==> config.mk <==
export PLATFORM = sky130hd
export DESIGN_NAME = epcf_top
export DESIGN_NICKNAME = d
export VERILOG_FILES = /design/src/hdl/epcf_pkg.sv /design/src/hdl/epcf_pin_watch.sv /design/src/hdl/epcf_top.sv
export SDC_FILE = /design/constraint.sdc
export NUM_CORES = 1
export LEC_CHECK = 0
export BUFFER_PORTS_ARGS = -buffer_cell sky130_fd_sc_hd__clkbuf_2
export CORE_MARGIN = 3
export CORE_UTILIZATION = 43
export CTS_CLUSTER_SIZE = 25
export DETAILED_ROUTE_END_ITERATION = 6
export GPL_ROUTABILITY_DRIVEN = 0
export HOLD_SLACK_MARGIN = 0.03
export PLACE_DENSITY = 0.64
export RECOVER_POWER = 100
export SETUP_SLACK_MARGIN = 0.4
export SLEW_MARGIN = 30
export SYNTH_ARGS = -nofsm -noshare
export SYNTH_HDL_FRONTEND = slang
export SYNTH_SLANG_ARGS = --single-unit
==> constraint.sdc <==
create_clock -name CLK -period 1.8 [get_ports CLK]
set_input_delay 0.27 -clock CLK [delete_from_list [all_inputs] [get_ports CLK]]
set_output_delay 0.27 -clock CLK [all_outputs]
set_load 0.02 [all_outputs]
==> src/hdl/epcf_pkg.sv <==
// Shared constants and types of the external and pin change interrupt flag block.
package epcf_pkg;

  // ----------------------------------------------------------------------
  // Register offsets in data space
  // ----------------------------------------------------------------------
  localparam logic [7:0] ADDR_PIN_CHANGE_FLAGS = 8'h3b;
  localparam logic [7:0] ADDR_EXTERNAL_IRQ_FLAGS = 8'h3c;
  localparam logic [7:0] ADDR_PIN_CHANGE_GROUP_ENABLE = 8'h68;
  localparam logic [7:0] ADDR_PIN_CHANGE_MASK_GROUP0 = 8'h6b;
  localparam logic [7:0] ADDR_PIN_CHANGE_MASK_GROUP1 = 8'h6c;
  localparam logic [7:0] ADDR_PIN_CHANGE_MASK_GROUP2 = 8'h6d;

  // ----------------------------------------------------------------------
  // I/O space window, shifted down from data space
  // ----------------------------------------------------------------------
  localparam logic [7:0] IO_SPACE_OFFSET = 8'h20;
  localparam logic [7:0] IO_SPACE_LIMIT = 8'h3f;

  // ----------------------------------------------------------------------
  // Reset values and implemented bits
  // ----------------------------------------------------------------------
  localparam logic [7:0] RESET_FLAGS = 8'h00;
  localparam logic [7:0] RESET_GROUP_ENABLE = 8'h00;
  localparam logic [7:0] RESET_MASK = 8'h00;
  localparam logic [7:0] EXT_FLAGS_VALID = 8'h03;
  localparam logic [7:0] GROUP_FLAGS_VALID = 8'h07;
  localparam logic [7:0] GROUP_ENABLE_VALID = 8'h07;
  localparam logic [7:0] MASK_GROUP0_VALID = 8'hff;
  localparam logic [7:0] MASK_GROUP1_VALID = 8'h7f;
  localparam logic [7:0] MASK_GROUP2_VALID = 8'hff;

  // ----------------------------------------------------------------------
  // Field positions and source numbering
  // ----------------------------------------------------------------------
  localparam int EXT_FLAG_0_BIT = 0;
  localparam int EXT_FLAG_1_BIT = 1;
  localparam int GROUP0_BIT = 0;
  localparam int GROUP1_BIT = 1;
  localparam int GROUP2_BIT = 2;
  localparam int GROUP_WIDTH = 8;
  localparam int NUM_GROUPS = 3;
  localparam int NUM_EXT = 2;
  localparam int NUM_SOURCES = 5;
  localparam int SRC_EXT0 = 0;
  localparam int SRC_EXT1 = 1;
  localparam int SRC_GROUP0 = 2;
  localparam int SRC_GROUP1 = 3;
  localparam int SRC_GROUP2 = 4;
  localparam int CHANGE_PINS = 24;

  // Sense control codes of an external pin.
  typedef enum logic [1:0] {
    EPCF_SENSE_LOW = 2'b00,
    EPCF_SENSE_CHANGE = 2'b01,
    EPCF_SENSE_FALL = 2'b10,
    EPCF_SENSE_RISE = 2'b11
  } epcf_sense_t;

endpackage

==> src/hdl/epcf_pin_watch.sv <==
// Two-flop pin synchroniser with sampled level and edge pulses.
`timescale 1ns/10ps
module epcf_pin_watch #(
  parameter int W = 8
) (
  input wire logic clk,
  input wire logic rst,
  input wire logic ce,
  input wire logic [W-1:0] pin_in,
  output logic [W-1:0] level,
  output logic [W-1:0] rise,
  output logic [W-1:0] fall
);

  logic [W-1:0] meta;
  logic [W-1:0] sync;
  logic [W-1:0] prev;

  // ----------------------------------------------------------------------
  // Synchroniser
  // ----------------------------------------------------------------------
  // The first stage feeds only the second, so a metastable sample never
  // reaches the edge logic.
  always_ff @(posedge clk) begin
    if (rst) begin
      meta <= '0;
      sync <= '0;
    end else if (ce) begin
      meta <= pin_in;
      sync <= meta;
    end
  end

  // Previous sample, compared with the current one to find changes.
  always_ff @(posedge clk) begin
    if (rst) begin
      prev <= '0;
    end else if (ce) begin
      prev <= sync;
    end
  end

  // A pulse longer than one clock is caught by this comparison while ce stays high.
  assign level = sync;
  assign rise = sync & ~prev;
  assign fall = ~sync & prev;

endmodule

==> src/hdl/epcf_top.sv <==
// External pin and pin change interrupt flags, enables, masks and requests.
`timescale 1ns/10ps
// Notes on behaviour
// - Selected external pin event sets its flag.
// - Flag (low pin when level sensed), enable and global enable request vector.
// - Vector acknowledge clears the matching flag.
// - Writing one clears a flag; zero ignored.
// - Level sensing holds the external flag zero.
// - Group 2 needs group and global enable.
// - Group 1 covers pins 14:8, gated likewise.
// - Group 0 covers pins 7:0, gated likewise.
// - Any enabled pin change sets group flag.
// - Mask bit enables pin, only with group.
// - Cleared mask bit blocks that pin.
// - Flags reachable in data and I/O space.
// - Sense codes: low, change, falling, rising.
// - Pins sampled; pulses over one clock caught with CE high.
// - Pins driven as outputs still interrupt.
module epcf_top
  import epcf_pkg::*;
(
  input wire logic CLK,
  input wire logic RST,
  input wire logic CE,
  input wire logic [7:0] ADDR,
  input wire logic IO_SPACE,
  input wire logic WR_EN,
  input wire logic [7:0] WR_DATA,
  input wire logic RD_EN,
  output logic [7:0] RD_DATA,
  input wire logic [epcf_pkg::NUM_EXT-1:0] EXT_PIN,
  input wire logic [1:0] SENSE_SELECT_0,
  input wire logic [1:0] SENSE_SELECT_1,
  input wire logic [epcf_pkg::NUM_EXT-1:0] EXTERNAL_IRQ_ENABLE_MASK,
  input wire logic GLOBAL_IRQ_ENABLE,
  input wire logic [epcf_pkg::CHANGE_PINS-1:0] CHANGE_WATCH_PIN,
  input wire logic [epcf_pkg::NUM_SOURCES-1:0] VECTOR_ACK,
  output logic [epcf_pkg::NUM_SOURCES-1:0] IRQ_REQ
);
  import epcf_pkg::*;

  // ----------------------------------------------------------------------
  // Helper functions
  // ----------------------------------------------------------------------
  // Maps an access to its data space address; out-of-window I/O gives 0.
  function automatic logic [7:0] data_addr(input logic [7:0] a, input logic io);
    logic [7:0] r;
    r = a;
    if (io) begin
      r = (a <= IO_SPACE_LIMIT) ? 8'(a + IO_SPACE_OFFSET) : 8'h00;
    end
    return r;
  endfunction

  // Event decode of one external pin from its sense code.
  function automatic logic ext_event(input logic [1:0] s, input logic r, input logic f);
    logic e;
    e = 1'b0;
    case (epcf_sense_t'(s))
      EPCF_SENSE_LOW: e = 1'b0;
      EPCF_SENSE_CHANGE: e = r | f;
      EPCF_SENSE_FALL: e = f;
      EPCF_SENSE_RISE: e = r;
      default: e = 1'b0;
    endcase
    return e;
  endfunction

  // Any unmasked change within one group of pins.
  function automatic logic group_change(input logic [7:0] chg, input logic [7:0] msk);
    return |(chg & msk);
  endfunction

  // ----------------------------------------------------------------------
  // Declarations
  // ----------------------------------------------------------------------
  logic [7:0] ext_flags;
  logic [7:0] group_flags;
  logic [7:0] group_enable;
  logic [7:0] mask_group0;
  logic [7:0] mask_group1;
  logic [7:0] mask_group2;
  logic [7:0] next_ext_flags;
  logic [7:0] next_group_flags;
  logic [7:0] next_rd_data;
  logic [7:0] acc_addr;
  logic wr_ext_flags;
  logic wr_group_flags;
  logic [NUM_EXT-1:0] ext_level;
  logic [NUM_EXT-1:0] ext_rise;
  logic [NUM_EXT-1:0] ext_fall;
  logic [CHANGE_PINS-1:0] pin_rise;
  logic [CHANGE_PINS-1:0] pin_fall;
  logic [CHANGE_PINS-1:0] pin_change;
  logic [NUM_EXT-1:0] ext_set;
  logic [NUM_EXT-1:0] ext_is_level;
  logic [NUM_GROUPS-1:0] group_set;
  logic [1:0] sense [NUM_EXT];

  assign sense[0] = SENSE_SELECT_0;
  assign sense[1] = SENSE_SELECT_1;

  // ----------------------------------------------------------------------
  // Pin sampling
  // ----------------------------------------------------------------------
  // Pins are watched from the pad side, so a pin driven as an output by
  // the port logic still raises its events.
  epcf_pin_watch #(
    .W(NUM_EXT)
  ) u_ext_watch (
    .clk(CLK),
    .rst(RST),
    .ce(CE),
    .pin_in(EXT_PIN),
    .level(ext_level),
    .rise(ext_rise),
    .fall(ext_fall)
  );

  epcf_pin_watch #(
    .W(CHANGE_PINS)
  ) u_change_watch (
    .clk(CLK),
    .rst(RST),
    .ce(CE),
    .pin_in(CHANGE_WATCH_PIN),
    .level(),
    .rise(pin_rise),
    .fall(pin_fall)
  );

  assign pin_change = pin_rise | pin_fall;

  // ----------------------------------------------------------------------
  // Event decode
  // ----------------------------------------------------------------------
  // External events per sense code; level mode produces no flag event.
  always_comb begin
    for (int i = 0; i < NUM_EXT; i++) begin
      ext_set[i] = ext_event(sense[i], ext_rise[i], ext_fall[i]);
      ext_is_level[i] = (sense[i] == EPCF_SENSE_LOW);
    end
  end

  // Group events need the group enable and a set mask bit per pin.
  // Pin 15 has no mask bit, so it never contributes to group 1.
  always_comb begin
    group_set[GROUP0_BIT] = group_enable[GROUP0_BIT] &
      group_change(pin_change[7:0], mask_group0);
    group_set[GROUP1_BIT] = group_enable[GROUP1_BIT] &
      group_change(pin_change[15:8], mask_group1);
    group_set[GROUP2_BIT] = group_enable[GROUP2_BIT] &
      group_change(pin_change[23:16], mask_group2);
  end

  // ----------------------------------------------------------------------
  // Register port decode
  // ----------------------------------------------------------------------
  assign acc_addr = data_addr(ADDR, IO_SPACE);
  assign wr_ext_flags = WR_EN && (acc_addr == ADDR_EXTERNAL_IRQ_FLAGS);
  assign wr_group_flags = WR_EN && (acc_addr == ADDR_PIN_CHANGE_FLAGS);

  // ----------------------------------------------------------------------
  // Flag registers
  // ----------------------------------------------------------------------
  // The set term is ORed in after the write and acknowledge clears so an event in the clearing cycle stays.
  always_comb begin
    next_ext_flags = ext_flags;
    if (wr_ext_flags) begin
      next_ext_flags = next_ext_flags & ~WR_DATA;
    end
    if (VECTOR_ACK[SRC_EXT0]) begin
      next_ext_flags[EXT_FLAG_0_BIT] = 1'b0;
    end
    if (VECTOR_ACK[SRC_EXT1]) begin
      next_ext_flags[EXT_FLAG_1_BIT] = 1'b0;
    end
    next_ext_flags[EXT_FLAG_0_BIT] = next_ext_flags[EXT_FLAG_0_BIT] | ext_set[0];
    next_ext_flags[EXT_FLAG_1_BIT] = next_ext_flags[EXT_FLAG_1_BIT] | ext_set[1];
    if (ext_is_level[0]) begin
      next_ext_flags[EXT_FLAG_0_BIT] = 1'b0;
    end
    if (ext_is_level[1]) begin
      next_ext_flags[EXT_FLAG_1_BIT] = 1'b0;
    end
    next_ext_flags = next_ext_flags & EXT_FLAGS_VALID;
  end

  // Group flags follow the same order of clear, then set.
  always_comb begin
    next_group_flags = group_flags;
    if (wr_group_flags) begin
      next_group_flags = next_group_flags & ~WR_DATA;
    end
    if (VECTOR_ACK[SRC_GROUP0]) begin
      next_group_flags[GROUP0_BIT] = 1'b0;
    end
    if (VECTOR_ACK[SRC_GROUP1]) begin
      next_group_flags[GROUP1_BIT] = 1'b0;
    end
    if (VECTOR_ACK[SRC_GROUP2]) begin
      next_group_flags[GROUP2_BIT] = 1'b0;
    end
    next_group_flags[2:0] = next_group_flags[2:0] | group_set;
    next_group_flags = next_group_flags & GROUP_FLAGS_VALID;
  end

  always_ff @(posedge CLK) begin
    if (RST) begin
      ext_flags <= RESET_FLAGS;
      group_flags <= RESET_FLAGS;
    end else if (CE) begin
      ext_flags <= next_ext_flags;
      group_flags <= next_group_flags;
    end
  end

  // ----------------------------------------------------------------------
  // Enable and mask registers
  // ----------------------------------------------------------------------
  // These live only in data space, so an I/O space alias never hits them.
  always_ff @(posedge CLK) begin
    if (RST) begin
      group_enable <= RESET_GROUP_ENABLE;
      mask_group0 <= RESET_MASK;
      mask_group1 <= RESET_MASK;
      mask_group2 <= RESET_MASK;
    end else if (CE && WR_EN) begin
      if (acc_addr == ADDR_PIN_CHANGE_GROUP_ENABLE) begin
        group_enable <= WR_DATA & GROUP_ENABLE_VALID;
      end
      if (acc_addr == ADDR_PIN_CHANGE_MASK_GROUP0) begin
        mask_group0 <= WR_DATA & MASK_GROUP0_VALID;
      end
      if (acc_addr == ADDR_PIN_CHANGE_MASK_GROUP1) begin
        mask_group1 <= WR_DATA & MASK_GROUP1_VALID;
      end
      if (acc_addr == ADDR_PIN_CHANGE_MASK_GROUP2) begin
        mask_group2 <= WR_DATA & MASK_GROUP2_VALID;
      end
    end
  end

  // ----------------------------------------------------------------------
  // Read data
  // ----------------------------------------------------------------------
  // Unmapped addresses and reserved bits read as zero.
  always_comb begin
    case (acc_addr)
      ADDR_EXTERNAL_IRQ_FLAGS: next_rd_data = ext_flags;
      ADDR_PIN_CHANGE_FLAGS: next_rd_data = group_flags;
      ADDR_PIN_CHANGE_GROUP_ENABLE: next_rd_data = group_enable;
      ADDR_PIN_CHANGE_MASK_GROUP0: next_rd_data = mask_group0;
      ADDR_PIN_CHANGE_MASK_GROUP1: next_rd_data = mask_group1;
      ADDR_PIN_CHANGE_MASK_GROUP2: next_rd_data = mask_group2;
      default: next_rd_data = 8'h00;
    endcase
  end

  always_ff @(posedge CLK) begin
    if (RST) begin
      RD_DATA <= 8'h00;
    end else if (CE && RD_EN) begin
      RD_DATA <= next_rd_data;
    end
  end

  // ----------------------------------------------------------------------
  // Vector requests
  // ----------------------------------------------------------------------
  // A level source requests straight from the sampled pin, since its flag
  // stays zero; the request drops two clocks after the pin is released, once both synchroniser stages see it.
  always_comb begin
    for (int i = 0; i < NUM_EXT; i++) begin
      IRQ_REQ[SRC_EXT0 + i] = GLOBAL_IRQ_ENABLE & EXTERNAL_IRQ_ENABLE_MASK[i] &
        (ext_is_level[i] ? ~ext_level[i] : ext_flags[i]);
    end
    IRQ_REQ[SRC_GROUP0] = GLOBAL_IRQ_ENABLE & group_enable[GROUP0_BIT] &
      group_flags[GROUP0_BIT];
    IRQ_REQ[SRC_GROUP1] = GLOBAL_IRQ_ENABLE & group_enable[GROUP1_BIT] &
      group_flags[GROUP1_BIT];
    IRQ_REQ[SRC_GROUP2] = GLOBAL_IRQ_ENABLE & group_enable[GROUP2_BIT] &
      group_flags[GROUP2_BIT];
  end

  // ----------------------------------------------------------------------
  // Assertions
  // ----------------------------------------------------------------------
  property p_ext_rise_sets;
    @(posedge CLK) disable iff (RST)
      (CE && SENSE_SELECT_0 == EPCF_SENSE_RISE && ext_rise[0]) |=> ext_flags[0];
  endproperty
  a_ext_rise_sets: assert property (p_ext_rise_sets)
    else $error("External flag 0 missed a rising edge.");

  property p_req_needs_global;
    @(posedge CLK) disable iff (RST)
      !GLOBAL_IRQ_ENABLE |-> (IRQ_REQ == '0);
  endproperty
  a_req_needs_global: assert property (p_req_needs_global)
    else $error("Request raised without global enable.");

  property p_ack_clears;
    @(posedge CLK) disable iff (RST)
      (CE && VECTOR_ACK[SRC_GROUP1] && !group_set[GROUP1_BIT]) |=> !group_flags[GROUP1_BIT];
  endproperty
  a_ack_clears: assert property (p_ack_clears)
    else $error("Acknowledge did not clear group 1 flag.");

  property p_w1c_io;
    @(posedge CLK) disable iff (RST)
      (CE && WR_EN && IO_SPACE && ADDR == 8'(ADDR_PIN_CHANGE_FLAGS - IO_SPACE_OFFSET)
       && WR_DATA[0] && !group_set[0]
       && !VECTOR_ACK[SRC_GROUP0]) |=> !group_flags[0];
  endproperty
  a_w1c_io: assert property (p_w1c_io)
    else $error("I/O space write one did not clear group 0 flag.");

  property p_write_zero_keeps;
    @(posedge CLK) disable iff (RST)
      (CE && wr_ext_flags && !WR_DATA[1] && ext_flags[1] && !VECTOR_ACK[SRC_EXT1]
       && !ext_is_level[1]) |=> ext_flags[1];
  endproperty
  a_write_zero_keeps: assert property (p_write_zero_keeps)
    else $error("Writing zero cleared external flag 1.");

  property p_level_zero;
    @(posedge CLK) disable iff (RST)
      (CE && SENSE_SELECT_1 == EPCF_SENSE_LOW) |=> !ext_flags[1];
  endproperty
  a_level_zero: assert property (p_level_zero)
    else $error("External flag 1 set in level mode.");

  property p_group_disabled;
    @(posedge CLK) disable iff (RST)
      (CE && !group_enable[GROUP2_BIT] && !group_flags[GROUP2_BIT]) |=> !group_flags[GROUP2_BIT];
  endproperty
  a_group_disabled: assert property (p_group_disabled)
    else $error("Disabled group 2 raised its flag.");

  property p_masked_blocks;
    @(posedge CLK) disable iff (RST)
      (CE && !group_flags[GROUP0_BIT] && ((pin_change[7:0] & mask_group0) == 8'h00))
        |=> !group_flags[GROUP0_BIT];
  endproperty
  a_masked_blocks: assert property (p_masked_blocks)
    else $error("Masked pin change set group 0 flag.");

  property p_set_wins;
    @(posedge CLK) disable iff (RST)
      (CE && wr_group_flags && WR_DATA[GROUP2_BIT] && group_set[GROUP2_BIT])
        |=> group_flags[GROUP2_BIT];
  endproperty
  a_set_wins: assert property (p_set_wins)
    else $error("Clear beat a simultaneous set on group 2.");

  property p_pin_to_flag;
    @(posedge CLK) disable iff (RST)
      (CE && group_enable[GROUP0_BIT] && mask_group0[0] && pin_change[0]) |=> group_flags[0];
  endproperty
  a_pin_to_flag: assert property (p_pin_to_flag)
    else $error("Unmasked change did not set group 0 flag.");

endmodule

# Word-level counts from Yosys, hierarchy flattened
# Cells that the tools add are included.
[totals]
wordCells = 91
ff_bits = 117
in_bits = 60
[classes]
addsub = 1
bitwise_logic = 35
magnitude_cmp = 1
n_eq_ne = 12
mux = 16
reduce_logical = 13
[op_table]
columns = ["operator", "n"]
rows = [
  ["$and 24x24->24", 2],
  ["$not 24->24", 2],
  ["$pmux 8 s6", 1],
  ["$eq 8x7->1 const B", 4],
  ["$or 24x24->24", 1],
  ["$reduce_or 8->1", 3],
  ["$and 8x8->8", 2],
  ["$eq 8x6->1 const B", 2],
  ["$mux 8", 2],
  ["$and 1x1->1", 13],
  ["$mux 1", 9],
  ["$add 8x6->8 const B", 1],
  ["$and 8x7->8", 1],
  ["$eq 2x2->1 const B", 4],
  ["$le 8x6->1 const B", 1],
  ["$pmux 1 s4", 2],
  ["$reduce_and 2->1", 4],
  ["$and 2x2->2", 3],
  ["$eq 2x1->1 const B", 2],
  ["$logic_and 1x1->1", 4],
  ["$logic_not 2->1", 2],
  ["$not 2->2", 2],
  ["$or 1x1->1", 4],
  ["$and 3x3->3", 1],
  ["other kinds (5)", 6],
]

# Logic depth before layout (Yosys ltp)
[depth]
ltp_word = 9
ltp_mapped = 8
ltp_nobuf = 7

# Cells and area by module
# A second synthesis with hierarchy kept.
[hier_totals]
hier_cells = 547
area_unflattened_um2 = 5277.6
[by_module_without_submodules]
columns = ["module", "instances", "area_per_inst_um2", "cells_each", "seq_area_each_um2"]
rows = [
  ["epcf_pin_watch at u_change_watch", 1, 2880.3, 280, 1441.4],
  ["epcf_top", 1, 2158.3, 244, 780.7],
  ["epcf_pin_watch at u_ext_watch", 1, 239.0, 23, 120.1],
]

# Worst setup path before layout
# OpenSTA, ideal clock, no wires.
[synth_path]
path_type = "input port to flip-flop"
start = "in ADDR[5]"
end = "reg mask_group2[0]"
slack_ns = -0.088
stages = 6
arrival_time_ns = 1.761
path_buffers = 0
path_cell_list = "ha_1 nor3b_4 a32oi_4 nor4_4 mux2i_1 nor2_1"
[synth_between]
elab_chain_cells = 5
[synth_rtl]
columns = ["element", "line_no", "rtl"]
rows = [
  ["start, declared", "epcf_top.sv:25", "input wire logic [7:0] ADDR,"],
  ["$add 8x6->8 / $le 8x6->1 (equally long branches)", "epcf_top.sv:50", "r = (a <= IO_SPACE_LIMIT) ? 8'(a + IO_SPACE_OFFSET) : 8'h00;"],
  ["$mux 8", "epcf_top.sv:50", ""],
  ["$mux 8 *", "epcf_top.sv:49", "if (io) begin"],
  ["$eq 8x7->1 *", "epcf_top.sv:238", "if (acc_addr == ADDR_PIN_CHANGE_MASK_GROUP2) begin"],
  ["$reduce_and 2->1 (no source line) *", "n/a", ""],
  ["end signal, assigned", "epcf_top.sv:239", "mask_group2 <= WR_DATA & MASK_GROUP2_VALID;"],
  ["end, declared", "epcf_top.sv:82", "logic [7:0] mask_group2;"],
]
# Every way passes the cells marked *; elsewhere a longest branch is shown, timed or not.
# A chain may end at the register's enable or synchronous reset.

# Final worst setup path
[layout_path]
start = "in ADDR[5]"
end = "reg RD_DATA[5]"
[layout_between]
elab_chain_cells = 5
[layout_rtl]
columns = ["element", "line_no", "rtl"]
rows = [
  ["$add 8x6->8 / $le 8x6->1 (equally long branches)", "epcf_top.sv:50", ""],
  ["$mux 8", "epcf_top.sv:50", ""],
  ["$mux 8 *", "epcf_top.sv:49", ""],
  ["$eq 8x7->1 / $eq 8x6->1 (equally long branches)", "epcf_top.sv:249", "case (acc_addr)"],
  ["$pmux 8 s6 *", "epcf_top.sv:249", ""],
  ["end signal, assigned", "epcf_top.sv:264", "RD_DATA <= next_rd_data;"],
  ["end, declared", "epcf_top.sv:30", "output logic [7:0] RD_DATA,"],
]
# Marks and branches as above.

==> impl_metrics.yaml <==
synthesis:
  synth-edff-count: 0
  synth_ff_type: "dfxtp_1"
  synthArstFlopShare: 0
  syn_avg_cell_area_sq_um: 9.66
  synth-seq-cells: 114
  yosysUniqueCellTypes: 44
  syn-cell-area_sq_um: 5010
  ys_warn_count: 0
  syn_inst: 519
  syn_nets: 584
  yosysSeqAreaShare: 0.455
timing:
  fin_tns_setup_ns: 0
  slew_headroom: 0.605
  fmax_ghz: 0.609
  hold_viol: 0
  min_period_ns: 1.64
  holdWs_ns: 0.103
  tightest_slew_ns: 0.592
  min_period_over_period: 0.912
  final-max-slew-violation-count: 0
  setup_ws_ns: 0.159
  rsz0062_at_grt: "yes"
  skew_ns: 0.00827
  setup_viol_count_final: 0
min_path:
  whs_path_depth: 3
  hp-start: "CHANGE_WATCH_PIN[11]"
  hp-class: "in2reg"
  hold_end: "u_change_watch.meta[11]"
place:
  hpwl_mm: 8.06
  dp_cells: 725
  dpl_worst_slack_ns: -0.111
  port_buffers: 71
floorplan:
  die_w_um: 114
  io_pins: 73
  core_area_sq_um: 11100
  rows: 38
  initial_utilization: 0.451
  die_h_um: 114
  die_area_sq_um: 13000
global_routing:
  antenna_found_initial: 0
  first_global_vias: 3921
  overflow: 0
  track_usage: 0.187
  grt_max_degree: 85
  grt_pass1_wl_mm: 19.5
routing:
  dr.pass1.iters: 5
  drtAntennaViolNets: 0
  drc_errors: 0
  drt_wl_total_mm: 11.8
  avgRoutedWirePerCell_um: 15.4
  drt_iter0_drc: 205
  avgViaCountPerCell: 5.31
  via_count: 4063
final_layout:
  mostFrequentLayoutCells: "117 x nor2_1, 106 x dfxtp_1, 101 x mux2i_1, 55 x clkbuf_2, 25 x buf_4"
  diodes: 0
  multiInputGateArea_sq_um: 2710
  drive_gt1_frac: 0.254
  layout_commonest_cell: "nor2_1"
  seq_area_sq_um: 2290
  fillers: 1019
  fin_cells: 765
  nets: 677
  synthToLayoutAreaGrowth_pct: 28.4
flow_run:
  maxCapViolCount: 0
outcome:
  outcome: "complete, no violations"
worst_setup_path:
  path_class: "in2reg"
  crit_slowest_cell: "a32oi_1"
  ff2ff_path_depth: 7
  crit_fanout: 6
  reg2reg_from: "u_ext_watch.level[0]"
  critPathRequiredTime_ns: 2.08
  r2r_slack_ns: 0.37
  arrival_ns: 1.92
  endpoint_kind: "flop"
  path_cells: "buf_8, ha_4, a32oi_1, buf_6, nor2_4, buf_12, a221oi_1, nor3_2"
  max_stage_delay_ns: 0.48
  regToRegEndpoint: "ext_flags[0]"
  worst_setup_path_start_kind: "input port"
clock_tree:
  cts_root_buf: "clkbuf_16"
  cts_max_level: 4
  cts.sinks: 114
  cts_buffers: 17
  cts_tree: "yes"
  clk_pin_slew_ns: 0.05
  clk_path_buf_depth: 2
  postCtsHoldBufs: 0
  clock_latency_ns: 0.40
pwr:
  power_mw: 6.29
  power_leakage_nw: 2.85
  vdd_drop_max_mv: 0.496
  powerDensity_nw_per_um2: 977
==> final cells by class <==
cell class | count | share of cell area
clock buffers | 23 | 0.0742
clock inverters | 9 | 0.0124
inverters | 6 | 0.00350
multi-input cells | 369 | 0.420
flip-flops and latches | 114 | 0.356
well taps | 140 | 0.0272
repair buffers | 104 | 0.106
==> flip-flops by register name (all words and copies together) (netlist names) <==
signal and count:
u_change_watch.meta 23, u_ext_watch.level 2, group_enable 3, u_ext_watch.prev 2, ext_flags 2, mask_group0 8
mask_group1 7, mask_group2 8, u_change_watch.level 23, RD_DATA 8, u_ext_watch.meta 2, group_flags 3
u_change_watch.prev 23
==> layer usage <==
| metal | wire length [um] | part of all wire | track usage |
|---|---|---|---|
| met1 | 5650 | 0.48 | 0.257 |
| met2 | 5210 | 0.44 | 0.286 |
| met3 | 725 | 0.061 | 0.0440 |
| met4 | 231 | 0.020 | 0.0721 |
| met5 | 0 | 0 | 0 |
==> what timing repair did <==
action / in CTS / in global routing
pin swaps: 14 / 30
gates resized for setup: 17 / 31
buffers inserted: 3 / 5
setup endpoints to repair: 30 / 40
endpoints found under the hold margin: 0 / 0
==> critical path, delay by kind of cell <==
family                   cells  cell delay (ns)
AND/OR/NAND/NOR              2             0.14
buffers and inverters        3             0.45
adder cells (fa/ha/maj)      1             0.23
AO/OA/AOI/OAI                2             0.82
==> cell usage after synthesis, drive strengths merged (7+ instances only) <==
cell	number	area (sq um)
buf	15	73.8
a22oi	11	82.6
mux2i	101	1010
o21ai	8	43.8
nand3	11	55.1
nor2	119	447
clkbuf	15	56.3
dfxtp	114	2280
xor2	24	210
nand2	11	41.3
nor3	7	35.0
a21oi	10	50.1
==> metrics by stage <==
stage          cell area, sq um  utilization
2_1_floorplan              5130            -
3_3_place_gp               5750        0.517
3_5_place_dp               5750        0.517
4_1_cts                    6380        0.573
5_1_grt                    6440        0.579
6_report                   6440        0.579
==> worst max-delay path by stage <==
stage / start / to / slack [ns]
finish: ADDR[5] / RD_DATA[5] / 0.16
global route: ADDR[5] / RD_DATA[5] / 0.12
CTS: u_change_watch.level[12] / group_flags[1] / 0.35
detailed placement: ADDR[6] / mask_group1[1] / -0.11
global placement: ADDR[5] / mask_group1[0] / -0.05
floorplan: ADDR[1] / mask_group2[0] / 0.05
==> logic make-up (layout without fill, tap and decap cells) <==
| logic type | after synthesis | after routing | synth area share |
|---|---|---|---|
| flip-flops | 114 | 114 | 0.455 |
| multiplexers | 103 | 103 | 0.206 |
| adder cells (fa/ha/maj) | 5 | 5 | 0.0125 |
| XOR/XNOR | 24 | 24 | 0.0419 |
| AND/OR/NAND/NOR | 182 | 182 | 0.171 |
| buffers and inverters | 36 | 142 | 0.0304 |
| AO/OA/AOI/OAI | 55 | 55 | 0.0833 |
==> where the power goes <==
group / internal, mW / switching, mW / leakage [nW]
combinational: 0.234 / 0.283 / 1.64
clock: 2.00 / 1.12 / 0.277
sequential: 2.60 / 0.0490 / 0.931
total: 4.83 / 1.45 / 2.85
Power figures use the tool's default switching activity.
